<file path="src/pkg/ssa_pkg.sv">
package ssa_pkg;

    localparam int unsigned DATA_W      = 32;
    localparam int unsigned HALF_W      = 16;
    localparam int unsigned BYTE_W      = 8;
    localparam int unsigned SHAMT_W     = 5;
    localparam logic        SAT_RESET   = 1'b0;
    localparam logic [31:0] S32_MAX     = 32'h7FFF_FFFF;
    localparam logic [31:0] S32_MIN     = 32'h8000_0000;
    localparam logic [15:0] S16_MAX     = 16'h7FFF;
    localparam logic [15:0] S16_MIN     = 16'h8000;
    localparam logic [15:0] U16_MAX     = 16'hFFFF;
    localparam logic [7:0]  U8_MAX      = 8'hFF;
    localparam logic [15:0] ZERO16      = 16'h0000;
    localparam logic [7:0]  ZERO8       = 8'h00;
    localparam logic [4:0]  SHAMT_ZERO  = 5'h00;
    localparam int unsigned LATENCY     = 1;

    typedef enum logic [3:0] {
        SSA_OP_NONE,
        SSA_OP_SIGNED_ADD_SUB_EXCHANGE_SAT,
        SSA_OP_SIGNED_SUB_ADD_EXCHANGE_SAT,
        SSA_OP_DOUBLING_SATURATING_ADD,
        SSA_OP_DOUBLING_SATURATING_SUBTRACT,
        SSA_OP_UNSIGNED_ADD_SUB_EXCHANGE_SAT,
        SSA_OP_UNSIGNED_SUB_ADD_EXCHANGE_SAT,
        SSA_OP_UNSIGNED_HALFWORD_SAT_ADD,
        SSA_OP_UNSIGNED_BYTE_SAT_ADD,
        SSA_OP_UNSIGNED_HALFWORD_SAT_SUBTRACT,
        SSA_OP_UNSIGNED_BYTE_SAT_SUBTRACT,
        SSA_OP_PACK_BOTTOM_TOP,
        SSA_OP_PACK_TOP_BOTTOM
    } ssa_op_t;

    typedef struct packed {
        logic        valid;
        logic        cond_pass;
        ssa_op_t     op;
        logic [3:0]  rd;
        logic [31:0] first;
        logic [31:0] second;
        logic [4:0]  shamt;
    } ssa_req_t;

    typedef struct packed {
        logic        write;
        logic [3:0]  rd;
        logic [31:0] data;
    } ssa_res_t;

    typedef struct packed {
        logic [31:0] data;
        logic        sat;
    } ssa_lane_t;

endpackage : ssa_pkg

</file>
<file path="src/hw/ssa_alu.sv">
`timescale 1ns/1ps
// Overview of operation
// RULE_01: Signed add-sub-exchange: top = sat16(first top + second bottom).
// RULE_02: Signed add-sub-exchange: bottom = sat16(first bottom - second top).
// RULE_03: Signed sub-add-exchange: bottom sum, top difference, exchanged.
// RULE_04: Exchange and unsigned parallel forms leave NZCV flags alone.
// RULE_05: Doubling add: sat(first + sat(2*second)).
// RULE_06: Doubling subtract: sat(first - sat(2*second)).
// RULE_07: Both doubling and add/subtract clamp to signed 32-bit.
// RULE_08: Clamping in either doubling step sets the sticky flag.
// RULE_09: Unsigned add-sub-exchange: top sum, bottom difference, clamp 0..65535.
// RULE_10: Unsigned sub-add-exchange: top difference, bottom sum, clamped.
// RULE_11: Unsigned halfword add clamps each lane to 0..65535.
// RULE_12: Unsigned byte add clamps each of four lanes to 0..255.
// RULE_13: Unsigned halfword subtract clamps each lane to 0..65535.
// RULE_14: Unsigned byte subtract clamps each of four lanes to 0..255.
// RULE_15: Software never names stack or program counter as operands.
// RULE_16: Pack bottom-top: left shift 1..31, zero means no shift.
// RULE_17: Pack top-bottom: arithmetic right shift 1..32, zero encodes 32.
// RULE_18: Pack bottom-top keeps first bottom, takes shifted top.
// RULE_19: Pack top-bottom keeps first top, takes shifted bottom.
// RULE_20: Sticky flag only set by saturation, cleared by status write.
// RULE_21: Failed condition writes neither destination nor sticky flag.
module ssa_alu
    import ssa_pkg::*;
(
    input  wire logic              clk,
    input  wire logic              resetn,
    input  wire ssa_pkg::ssa_req_t req,
    input  wire logic              sat_clear,
    output      ssa_pkg::ssa_res_t res,
    output      logic              sat_flag,
    output      logic              nzcv_write
);
    import ssa_pkg::*;

    ssa_lane_t lane_res;
    ssa_lane_t dbl_res;
    ssa_res_t  next_res;
    logic      next_sat;

    ssa_lanes u_lanes (
        .op     (req.op),
        .first  (req.first),
        .second (req.second),
        .result (lane_res)
    );

    ssa_double u_double (
        .first    (req.first),
        .second   (req.second),
        .subtract (req.op == SSA_OP_DOUBLING_SATURATING_SUBTRACT),
        .result   (dbl_res)
    );

    wire logic is_dbl = req.op == SSA_OP_DOUBLING_SATURATING_ADD
                     || req.op == SSA_OP_DOUBLING_SATURATING_SUBTRACT;
    wire logic is_pkbt = req.op == SSA_OP_PACK_BOTTOM_TOP;
    wire logic is_pktb = req.op == SSA_OP_PACK_TOP_BOTTOM;
    wire logic is_op   = req.op != SSA_OP_NONE;
    wire logic fire    = req.valid & req.cond_pass & is_op; // RULE_21

    // Shift operand of the packing forms
    wire logic [31:0] lsl_val = req.second << req.shamt; // RULE_16
    wire logic [5:0]  asr_amt = (req.shamt == SHAMT_ZERO) ? 6'd32
                                : {1'b0, req.shamt}; // RULE_17
    wire logic [31:0] asr_val = (asr_amt == 6'd32)
                                ? {32{req.second[31]}}
                                : 32'($signed(req.second) >>> asr_amt); // RULE_17

    wire logic [31:0] pkbt = {lsl_val[31:16], req.first[15:0]};  // RULE_18
    wire logic [31:0] pktb = {req.first[31:16], asr_val[15:0]};  // RULE_19

    wire logic [31:0] sel_data = is_dbl  ? dbl_res.data
                               : is_pkbt ? pkbt
                               : is_pktb ? pktb
                               : lane_res.data;
    wire logic sat_event = fire & is_dbl & dbl_res.sat; // RULE_08

    always_comb begin
        next_res.write = fire;
        next_res.rd    = req.rd;
        next_res.data  = fire ? sel_data : res.data; // RULE_21
        // Set beats clear in the same cycle
        next_sat = sat_event ? 1'b1 : (sat_clear ? 1'b0 : sat_flag); // RULE_20
    end

    // None of these forms updates the condition flags
    assign nzcv_write = 1'b0; // RULE_04

    always_ff @(posedge clk or negedge resetn) begin
        if (!resetn) begin
            res      <= '0;
            sat_flag <= SAT_RESET;
        end else begin
            res      <= next_res;
            sat_flag <= next_sat;
        end
    end

    a_sat_set_cause: assert property (@(posedge clk) disable iff (!resetn)
        sat_event |=> sat_flag) // RULE_08
        else $error("sticky flag not set after saturation");

    a_sat_hold_quiet: assert property (@(posedge clk) disable iff (!resetn)
        (!sat_event && !sat_clear) |=> sat_flag == $past(sat_flag)) // RULE_20
        else $error("sticky flag changed without cause");

    a_sat_clear_only: assert property (@(posedge clk) disable iff (!resetn)
        $fell(sat_flag) |-> $past(sat_clear)) // RULE_20
        else $error("sticky flag cleared without status write");

    a_cond_fail_mute: assert property (@(posedge clk) disable iff (!resetn)
        (req.valid && !req.cond_pass) |=> !res.write
            && (sat_flag == $past(sat_flag) || $past(sat_clear))) // RULE_21
        else $error("failed condition had an effect");

    a_write_follow: assert property (@(posedge clk) disable iff (!resetn)
        fire |=> res.write && res.rd == $past(req.rd)) // RULE_21
        else $error("destination write missing");

    a_pkbt_bottom: assert property (@(posedge clk) disable iff (!resetn)
        (fire && is_pkbt)
        |=> res.data[15:0] == $past(req.first[15:0])) // RULE_18
        else $error("pack bottom-top lost first bottom");

    a_pktb_top: assert property (@(posedge clk) disable iff (!resetn)
        (fire && is_pktb)
        |=> res.data[31:16] == $past(req.first[31:16])) // RULE_19
        else $error("pack top-bottom lost first top");

    a_asr_zero_32: assert property (@(posedge clk) disable iff (!resetn)
        (fire && is_pktb && req.shamt == SHAMT_ZERO)
        |=> res.data[15:0] == {16{$past(req.second[31])}}) // RULE_17
        else $error("shift zero not decoded as 32");

    a_lsl_zero_none: assert property (@(posedge clk) disable iff (!resetn)
        (fire && is_pkbt && req.shamt == SHAMT_ZERO)
        |=> res.data[31:16] == $past(req.second[31:16])) // RULE_16
        else $error("zero left shift altered operand");

    a_nzcv_still: assert property (@(posedge clk) disable iff (!resetn)
        fire |-> !nzcv_write) // RULE_04
        else $error("condition flags written");

    a_ubyte_clamp: assert property (@(posedge clk) disable iff (!resetn)
        (fire && req.op == SSA_OP_UNSIGNED_BYTE_SAT_ADD
              && (9'(req.first[7:0]) + 9'(req.second[7:0])) > 9'h0FF)
        |=> res.data[7:0] == U8_MAX) // RULE_12
        else $error("byte add did not clamp");
endmodule : ssa_alu

</file>
<file path="src/hw/ssa_lanes.sv">
`timescale 1ns/1ps
module ssa_lanes
    import ssa_pkg::*;
(
    input  wire ssa_pkg::ssa_op_t op,
    input  wire logic [31:0]      first,
    input  wire logic [31:0]      second,
    output      ssa_pkg::ssa_lane_t result
);
    // Signed 16-bit clamp of a 17-bit value
    function automatic logic [15:0] sat_s16(input logic [16:0] v);
        if (v[16] != v[15])
            return v[16] ? S16_MIN : S16_MAX;
        return v[15:0];
    endfunction : sat_s16

    // Unsigned clamp; bit 16 is carry on add, borrow on subtract
    function automatic logic [15:0] sat_u16(input logic [16:0] v,
                                            input logic       is_sub);
        if (v[16])
            return is_sub ? ZERO16 : U16_MAX;
        return v[15:0];
    endfunction : sat_u16

    function automatic logic [7:0] sat_u8(input logic [8:0] v,
                                          input logic      is_sub);
        if (v[8])
            return is_sub ? ZERO8 : U8_MAX;
        return v[7:0];
    endfunction : sat_u8

    function automatic logic [16:0] sx(input logic [15:0] h);
        return {h[15], h};
    endfunction : sx

    wire logic [15:0] at = first[31:16];
    wire logic [15:0] ab = first[15:0];
    wire logic [15:0] bt = second[31:16];
    wire logic [15:0] bb = second[15:0];

    // Signed exchange forms
    wire logic [16:0] s_at_p_bb = sx(at) + sx(bb);
    wire logic [16:0] s_ab_m_bt = sx(ab) - sx(bt);
    wire logic [16:0] s_ab_p_bt = sx(ab) + sx(bt);
    wire logic [16:0] s_at_m_bb = sx(at) - sx(bb);

    // Unsigned halfword terms
    wire logic [16:0] u_at_p_bb = {1'b0, at} + {1'b0, bb};
    wire logic [16:0] u_at_m_bb = {1'b0, at} - {1'b0, bb};
    wire logic [16:0] u_ab_p_bt = {1'b0, ab} + {1'b0, bt};
    wire logic [16:0] u_ab_m_bt = {1'b0, ab} - {1'b0, bt};
    wire logic [16:0] u_at_p_bt = {1'b0, at} + {1'b0, bt};
    wire logic [16:0] u_ab_p_bb = {1'b0, ab} + {1'b0, bb};
    wire logic [16:0] u_at_m_bt = {1'b0, at} - {1'b0, bt};
    wire logic [16:0] u_ab_m_bb = {1'b0, ab} - {1'b0, bb};

    logic [31:0] byte_add;
    logic [31:0] byte_sub;
    always_comb begin
        byte_add = '0;
        byte_sub = '0;
        for (int i = 0; i < 4; i++) begin
            byte_add[i*8 +: 8] = sat_u8({1'b0, first[i*8 +: 8]}
                                 + {1'b0, second[i*8 +: 8]}, 1'b0); // RULE_12
            byte_sub[i*8 +: 8] = sat_u8({1'b0, first[i*8 +: 8]}
                                 - {1'b0, second[i*8 +: 8]}, 1'b1); // RULE_14
        end
    end

    always_comb begin
        result = '0;
        unique case (op)
            SSA_OP_SIGNED_ADD_SUB_EXCHANGE_SAT: begin
                result.data[31:16] = sat_s16(s_at_p_bb); // RULE_01
                result.data[15:0]  = sat_s16(s_ab_m_bt); // RULE_02
            end
            SSA_OP_SIGNED_SUB_ADD_EXCHANGE_SAT: begin
                result.data[15:0]  = sat_s16(s_ab_p_bt); // RULE_03
                result.data[31:16] = sat_s16(s_at_m_bb); // RULE_03
            end
            SSA_OP_UNSIGNED_ADD_SUB_EXCHANGE_SAT: begin
                result.data[31:16] = sat_u16(u_ab_p_bt, 1'b0); // RULE_09
                result.data[15:0]  = sat_u16(u_at_m_bb, 1'b1); // RULE_09
            end
            SSA_OP_UNSIGNED_SUB_ADD_EXCHANGE_SAT: begin
                result.data[31:16] = sat_u16(u_at_m_bb, 1'b1); // RULE_10
                result.data[15:0]  = sat_u16(u_ab_p_bt, 1'b0); // RULE_10
            end
            SSA_OP_UNSIGNED_HALFWORD_SAT_ADD: begin
                result.data[31:16] = sat_u16(u_at_p_bt, 1'b0); // RULE_11
                result.data[15:0]  = sat_u16(u_ab_p_bb, 1'b0); // RULE_11
            end
            SSA_OP_UNSIGNED_HALFWORD_SAT_SUBTRACT: begin
                result.data[31:16] = sat_u16(u_at_m_bt, 1'b1); // RULE_13
                result.data[15:0]  = sat_u16(u_ab_m_bb, 1'b1); // RULE_13
            end
            SSA_OP_UNSIGNED_BYTE_SAT_ADD:      result.data = byte_add;
            SSA_OP_UNSIGNED_BYTE_SAT_SUBTRACT: result.data = byte_sub;
            default: result = '0;
        endcase
    end

    // Halfword and byte forms never touch the sticky flag
    wire logic unused_terms = ^{u_at_p_bb, s_ab_p_bt[0]};
endmodule : ssa_lanes

</file>
<file path="src/hw/ssa_double.sv">
`timescale 1ns/1ps
module ssa_double
    import ssa_pkg::*;
(
    input  wire logic [31:0]       first,
    input  wire logic [31:0]       second,
    input  wire logic              subtract,
    output      ssa_pkg::ssa_lane_t result
);
    // Signed 32-bit clamp of a 33-bit value
    function automatic ssa_lane_t sat_s32(input logic [32:0] v);
        ssa_lane_t r;
        r.sat  = v[32] != v[31];
        r.data = r.sat ? (v[32] ? S32_MIN : S32_MAX) : v[31:0];
        return r;
    endfunction : sat_s32

    wire logic [32:0] dbl_raw = {second, 1'b0};
    wire logic [32:0] b_ext   = {second[31], second};
    wire ssa_lane_t   dbl     = sat_s32(b_ext + b_ext); // RULE_05 RULE_06 RULE_07
    wire logic [32:0] a_ext   = {first[31], first};
    wire logic [32:0] d_ext   = {dbl.data[31], dbl.data};
    wire ssa_lane_t   fin     = sat_s32(subtract ? a_ext - d_ext
                                                 : a_ext + d_ext); // RULE_07

    assign result.data = fin.data;
    assign result.sat  = dbl.sat | fin.sat; // RULE_08

    wire logic unused_raw = ^dbl_raw;
endmodule : ssa_double

</file>
<file path="config.mk">
export PLATFORM = sky130hd
export DESIGN_NAME = ssa_alu
export DESIGN_NICKNAME = d
export VERILOG_FILES = /design/src/pkg/ssa_pkg.sv /design/src/hw/ssa_alu.sv /design/src/hw/ssa_lanes.sv /design/src/hw/ssa_double.sv
export SDC_FILE = /design/constraint.sdc
export NUM_CORES = 1
export LEC_CHECK = 0
export ABC_AREA = 1
export BUFFER_PORTS_ARGS = -buffer_cell sky130_fd_sc_hd__buf_4
export CAP_MARGIN = 15
export CORE_UTILIZATION = 50
export CTS_CLUSTER_SIZE = 30
export DETAILED_ROUTE_END_ITERATION = 8
export PLACE_DENSITY = 0.69
export SETUP_SLACK_MARGIN = 0.3
export SLEW_MARGIN = 10
export SYNTH_ARGS = -nofsm -noshare
export SYNTH_HDL_FRONTEND = slang
export SYNTH_SLANG_ARGS = --single-unit
</file>
<file path="constraint.sdc">
create_clock -name clk -period 0.9 [get_ports clk]
set_clock_uncertainty 0.1 [all_clocks]
set_input_delay 0.09 -clock clk [delete_from_list [all_inputs] [get_ports clk]]
set_output_delay 0.09 -clock clk [all_outputs]
set_load 0.02 [all_outputs]
</file>
==> results.toml, run 1 <==
[status]
stop_error = "[ERROR GRT-0232] Routing congestion too high. Check the congestion heatmap in the GUI."
lastStage = "global routing (5_1_grt)"
status = "aborted with a tool error"

[logic_synthesis]
ys.warnings.count = 0
syn-num-nets = 3712
synth_edf_count = 0
synth_ff_type = "dfrtp_1"
ys_types = 51
synthCells = 3449
synth_top_area_share_pct = 24.5
synth_seq_area_share_pct = 5.30
avgSynthCellArea_um2 = 5.20
yosysTopAreaCell = "nand2_1"
synth-seq-cells = 38
syn_area_mm2 = 0.0179
async_reset_ff_share_pct = 100
ys_top_cells_by_area = "nand2_1 (24%), ha_1 (12%), nand3_1 (9.0%), inv_1 (8.1%), nor2_1 (7.5%)"

[floorplanning]
top_level_ports = 121
die_w_um = 191
initial_core_util_pct = 50.7
num_rows = 69
die_y_um = 191

[placement]
placedCellCount = 4919
pre_cts_ws_ns = -3.75
port_buffers = 119
place_hpwl_mm = 90.9
gp_congestion = 1.25

[global_routing]
grt_max_degree = 39
grt_use_total_pct = 68.6
grt_overflow = 66

[clocking]
cts.sinks = 38
cts_htree_levels = 2
root_buffer = "clkbuf_16"
cts_buffer_depth = 2
tritoncts.num_buffers = 5

[sta]
worst_endpoint_kind = "sequential cell input"
crit_endpoint = "res[6]$_DFFE_PN0P_/D"
routing by layer:
metal	GRT usage (%)	overflow
met5	19.8	0
met4	59.3	27
met3	47.7	1
met2	86.6	38
met1	74.3	0
metrics by stage:
stage | area, um^2 | TNS (ns)
after global placement | 26800 | -113.47
after CTS | 27600 | -110.19
after floorplan | 18100 | -116.41
after detailed placement | 26800 | -121.37
synthesized netlist by cell type (all sizes together) (7+ instances only):
| cell type | count |
|---|---|
| and2 | 7 |
| o22ai | 7 |
| nand3 | 324 |
| xnor2 | 25 |
| nor2 | 363 |
| inv | 396 |
| or2 | 20 |
| a21o | 15 |
| o211ai | 25 |
| a21oi | 263 |
| o21a | 17 |
| ha | 168 |
| nand4 | 58 |
| dfrtp | 38 |
| nand3b | 17 |
| o21bai | 22 |
| nand2 | 1178 |
| mux2i | 11 |
| o21ai | 202 |
| a31oi | 13 |
| xor2 | 81 |
| fa | 13 |
| buf | 56 |
| nor3 | 32 |
| clkbuf | 71 |
cells by family after synthesis:
logic type	after synthesis	share of synthesized area, %
and+or+nand+nor	2006	46.5
AOI/OAI and AO/OA	579	17.6
buffers and inverters	527	11.5
adders and majority gates	181	13.2
xor gates and xnor gates	106	5.18
DFF	38	5.30
muxes	11	0.614
other	1	0.0209
timing repair:
item	in CTS
setup buffers	35
resized for setup	100
endpoints found under the setup margin	72
cloned	1
endpoints found under the hold margin	43
pin swaps	38
==> run 2: changes to the inputs <==
- CORE_UTILIZATION: 50 -> 35
- CTS_CLUSTER_SIZE: 30 -> not set
- PLACE_DENSITY: 0.69 -> not set
- PLACE_DENSITY_LB_ADDON: not set -> 0.15
- SETUP_SLACK_MARGIN: 0.3 -> not set
- clock period: 0.9 -> 1.2 ns (I/O delays scaled with it)
==> results.toml, run 2 <==
[status]
status = "finished with violations"
violations = "setup timing"

[logic_synthesis]
synthCells = 3449
ys.warnings.count = 0
synth_top_area_share_pct = 24.5
synth_edf_count = 0
syn-num-nets = 3712
ys_types = 51
synth_common_cells = "nand2_1 (1,170), inv_1 (388), nor2_1 (358)"
syn_area_mm2 = 0.0179
ys_top_cells_by_area = "nand2_1 (24%), ha_1 (12%), nand3_1 (9.0%), inv_1 (8.1%), nor2_1 (7.5%)"
synth_ff_type = "dfrtp_1"
yosysTopAreaCell = "nand2_1"
async_reset_ff_share_pct = 100
synth_seq_area_share_pct = 5.30
synth-seq-cells = 38
avgSynthCellArea_um2 = 5.20
synth.most_common_cell = "nand2_1"

[floorplanning]
die_w_um = 228
core_area_mm2 = 0.0504
num_rows = 82
die_y_um = 228
dieArea_mm2 = 0.0522
initial_core_util_pct = 35.6
top_level_ports = 121

[sta]
slew_headroom_pct = 44.3
finalCritPeriodShare_pct = 348
tightest_slew_ns = 0.834
setup_violations = 33
hold_viol_final = 0
grt_setup_unrepaired = "true"
hold_slack_ns = 0.238
fmax_ghz = 0.239
slew_viol_final = 0
worst_slack_ns = -2.98
period_minus_slack_ns = 4.18

[worst_setup_path]
required_ns = 1.26
endpoint_kind = "flip-flop"
cp-start-kind = "input pin"
crit_buf_inv = 8
worst-path-stages = 38
critPathTopFamily = "simple AND/OR/NAND/NOR gates"
rr_worst_depth = 3
max_stage_delay_ns = 0.36
crit_fanout = 6
crit_top_cell = "nand2_2"
worstPathArrival_ns = 4.24
crit_slowest_cell = "ha_1"
critPathKind = "input pin to flip-flop"

[final_layout]
fillers = 5487
largest_reg_flops = 37
largest-register = "res"
multi_input_area_mm2 = 0.0152
area_growth_pct = 56.5
largestRegisters = "res (37), sat_flag (1)"
final_nets = 4804
seq_area_um2 = 951
drive_above_1_share_pct = 29.1
fin_area_mm2 = 0.0281
final_common_cell = "buf_4"
final_cell_mix = "buf_4 (1,172), nand2_1 (1,155), inv_1 (385)"
fin_util_pct = 55.7

[global_routing]
grt_use_total_pct = 43.4
first_global_vias = 25600
grt_antenna_before_repair = 9
grt_overflow = 0
grt_pass1_wl_mm = 167
grt_max_degree = 39

[power]
netSwitchingFraction_pct = 52.5
clockPowerShare_pct = 5.6
pwr-share-seq_pct = 8.0
powerDensity_mw_per_mm2 = 813
peakVddDrop_v = 0.000558
comb_power_share_pct = 86.5
p_int_w = 0.0108
switchingPower_w = 0.0120
p_leak_nw = 15.9

[routing]
drtIter0Drc = 3540
vias = 27600
viasPerCell = 5.30
routed_wl_mm = 117
wl_per_cell_um = 22.4
ant_nets = 0
drc = 0
first_pass_iters = 6

[placement]
place_hpwl_mm = 103
gp_congestion = 1.12
port_buffers = 119
place_area_mm2 = 0.0275
pre_cts_ws_ns = -3.34

[clocking]
insertion_delay_ns = 0.28
tritoncts.num_buffers = 5
cts.sinks = 38
cts_buffer_depth = 2
root_buffer = "clkbuf_16"
clk_pin_slew_ns = 0.06
cts_htree_levels = 2
cts_tree = "yes"

[hold_path]
min_path_type = "input pin to asynchronous set/reset pin"

[job]
maxCapViolations = 0
## run 2: cell counts after synthesis
Identical to the previous run, type by type.
## run 2: power groups by stage
stage / Clock (W) / Combinational, W / Sequential (W)
after floorplan: 0 / 0.00786 / 0.00202
final: 0.00127 / 0.0197 / 0.00182
after detailed placement: 0 / 0.0187 / 0.00182
after global routing: 0.00134 / 0.0210 / 0.00182
after global placement: 0 / 0.0188 / 0.00182
after CTS: 0.00128 / 0.0190 / 0.00180
## run 2: worst paths after layout
check | from | to | slack (ns)
max | req[35] | res[14] | -2.98
max reg2reg | res[31] | res[31] | 0.29
min | resetn | res[32] | 0.24
min reg2reg | res[26] | res[26] | 0.38
min in group clk | req[77] | res[36] | 0.29
max in group asynchronous | resetn | res[12] | 0.37
## run 2: repair_timing
| item | CTS | global route |
|---|---|---|
| hold buffers | 6 | 0 |
| cloned | 0 | 1 |
| setup buffers | 10 | 3 |
| resized for setup | 45 | 38 |
| hold endpoints to repair | 43 | 0 |
| setup endpoints to repair | 33 | 33 |
| pin swaps | 24 | 29 |
## run 2: metal layers
layer | up-vias | share of wire [%] | GRT usage, %
met5 | - | 0.042 | 0
met4 | 8 | 5.5 | 19.0
met3 | 281 | 11 | 7.44
met2 | 1486 | 42 | 67.6
met1 | 12500 | 42 | 58.5
li1 | 13400 | - | -
## run 2: through the flow
| stage | cells | setup TNS, ns | power (W) |
|---|---|---|---|
| floorplan | 3449 | -107.51 | 0.00988 |
| global placement | 5186 | -107.50 | 0.0206 |
| detailed placement | 5186 | -108.50 | 0.0205 |
| CTS | 5209 | -94.55 | 0.0221 |
| global route | 5213 | -107.70 | 0.0241 |
| finish | 5214 | -96.32 | 0.0228 |
## run 2: cell type report
class | instances | share of cell area, %
clock inverters | 1 | 0.0268
diodes | 1 | 0.00892
repair buffers | 1211 | 33.6
well taps | 672 | 3.00
repair inverters | 1 | 0.0268
inverters | 400 | 5.42
clock buffers | 6 | 0.459
multi-input cells | 2884 | 54.1
flip-flops and latches | 38 | 3.39
## run 2: worst register-to-register path, cell delays in order, from the launching register on
cell,delay (ns)
dfrtp_1,0.41
a32o_1,0.21
inv_1,0.05
nand2_1,0.04
## run 2: cells by family after synthesis
| logic type | share of synthesized area, % |
|---|---|
| adder cells (fa/ha/maj) | 13.2 |
| XOR/XNOR | 5.18 |
| buffers and inverters | 11.5 |
| multiplexers | 0.614 |
| other | 0.0209 |
| AND/OR/NAND/NOR | 46.5 |
| flip-flops | 5.30 |
| AO/OA/AOI/OAI | 17.6 |
Note: power is estimated with default switching activity, not from simulation.
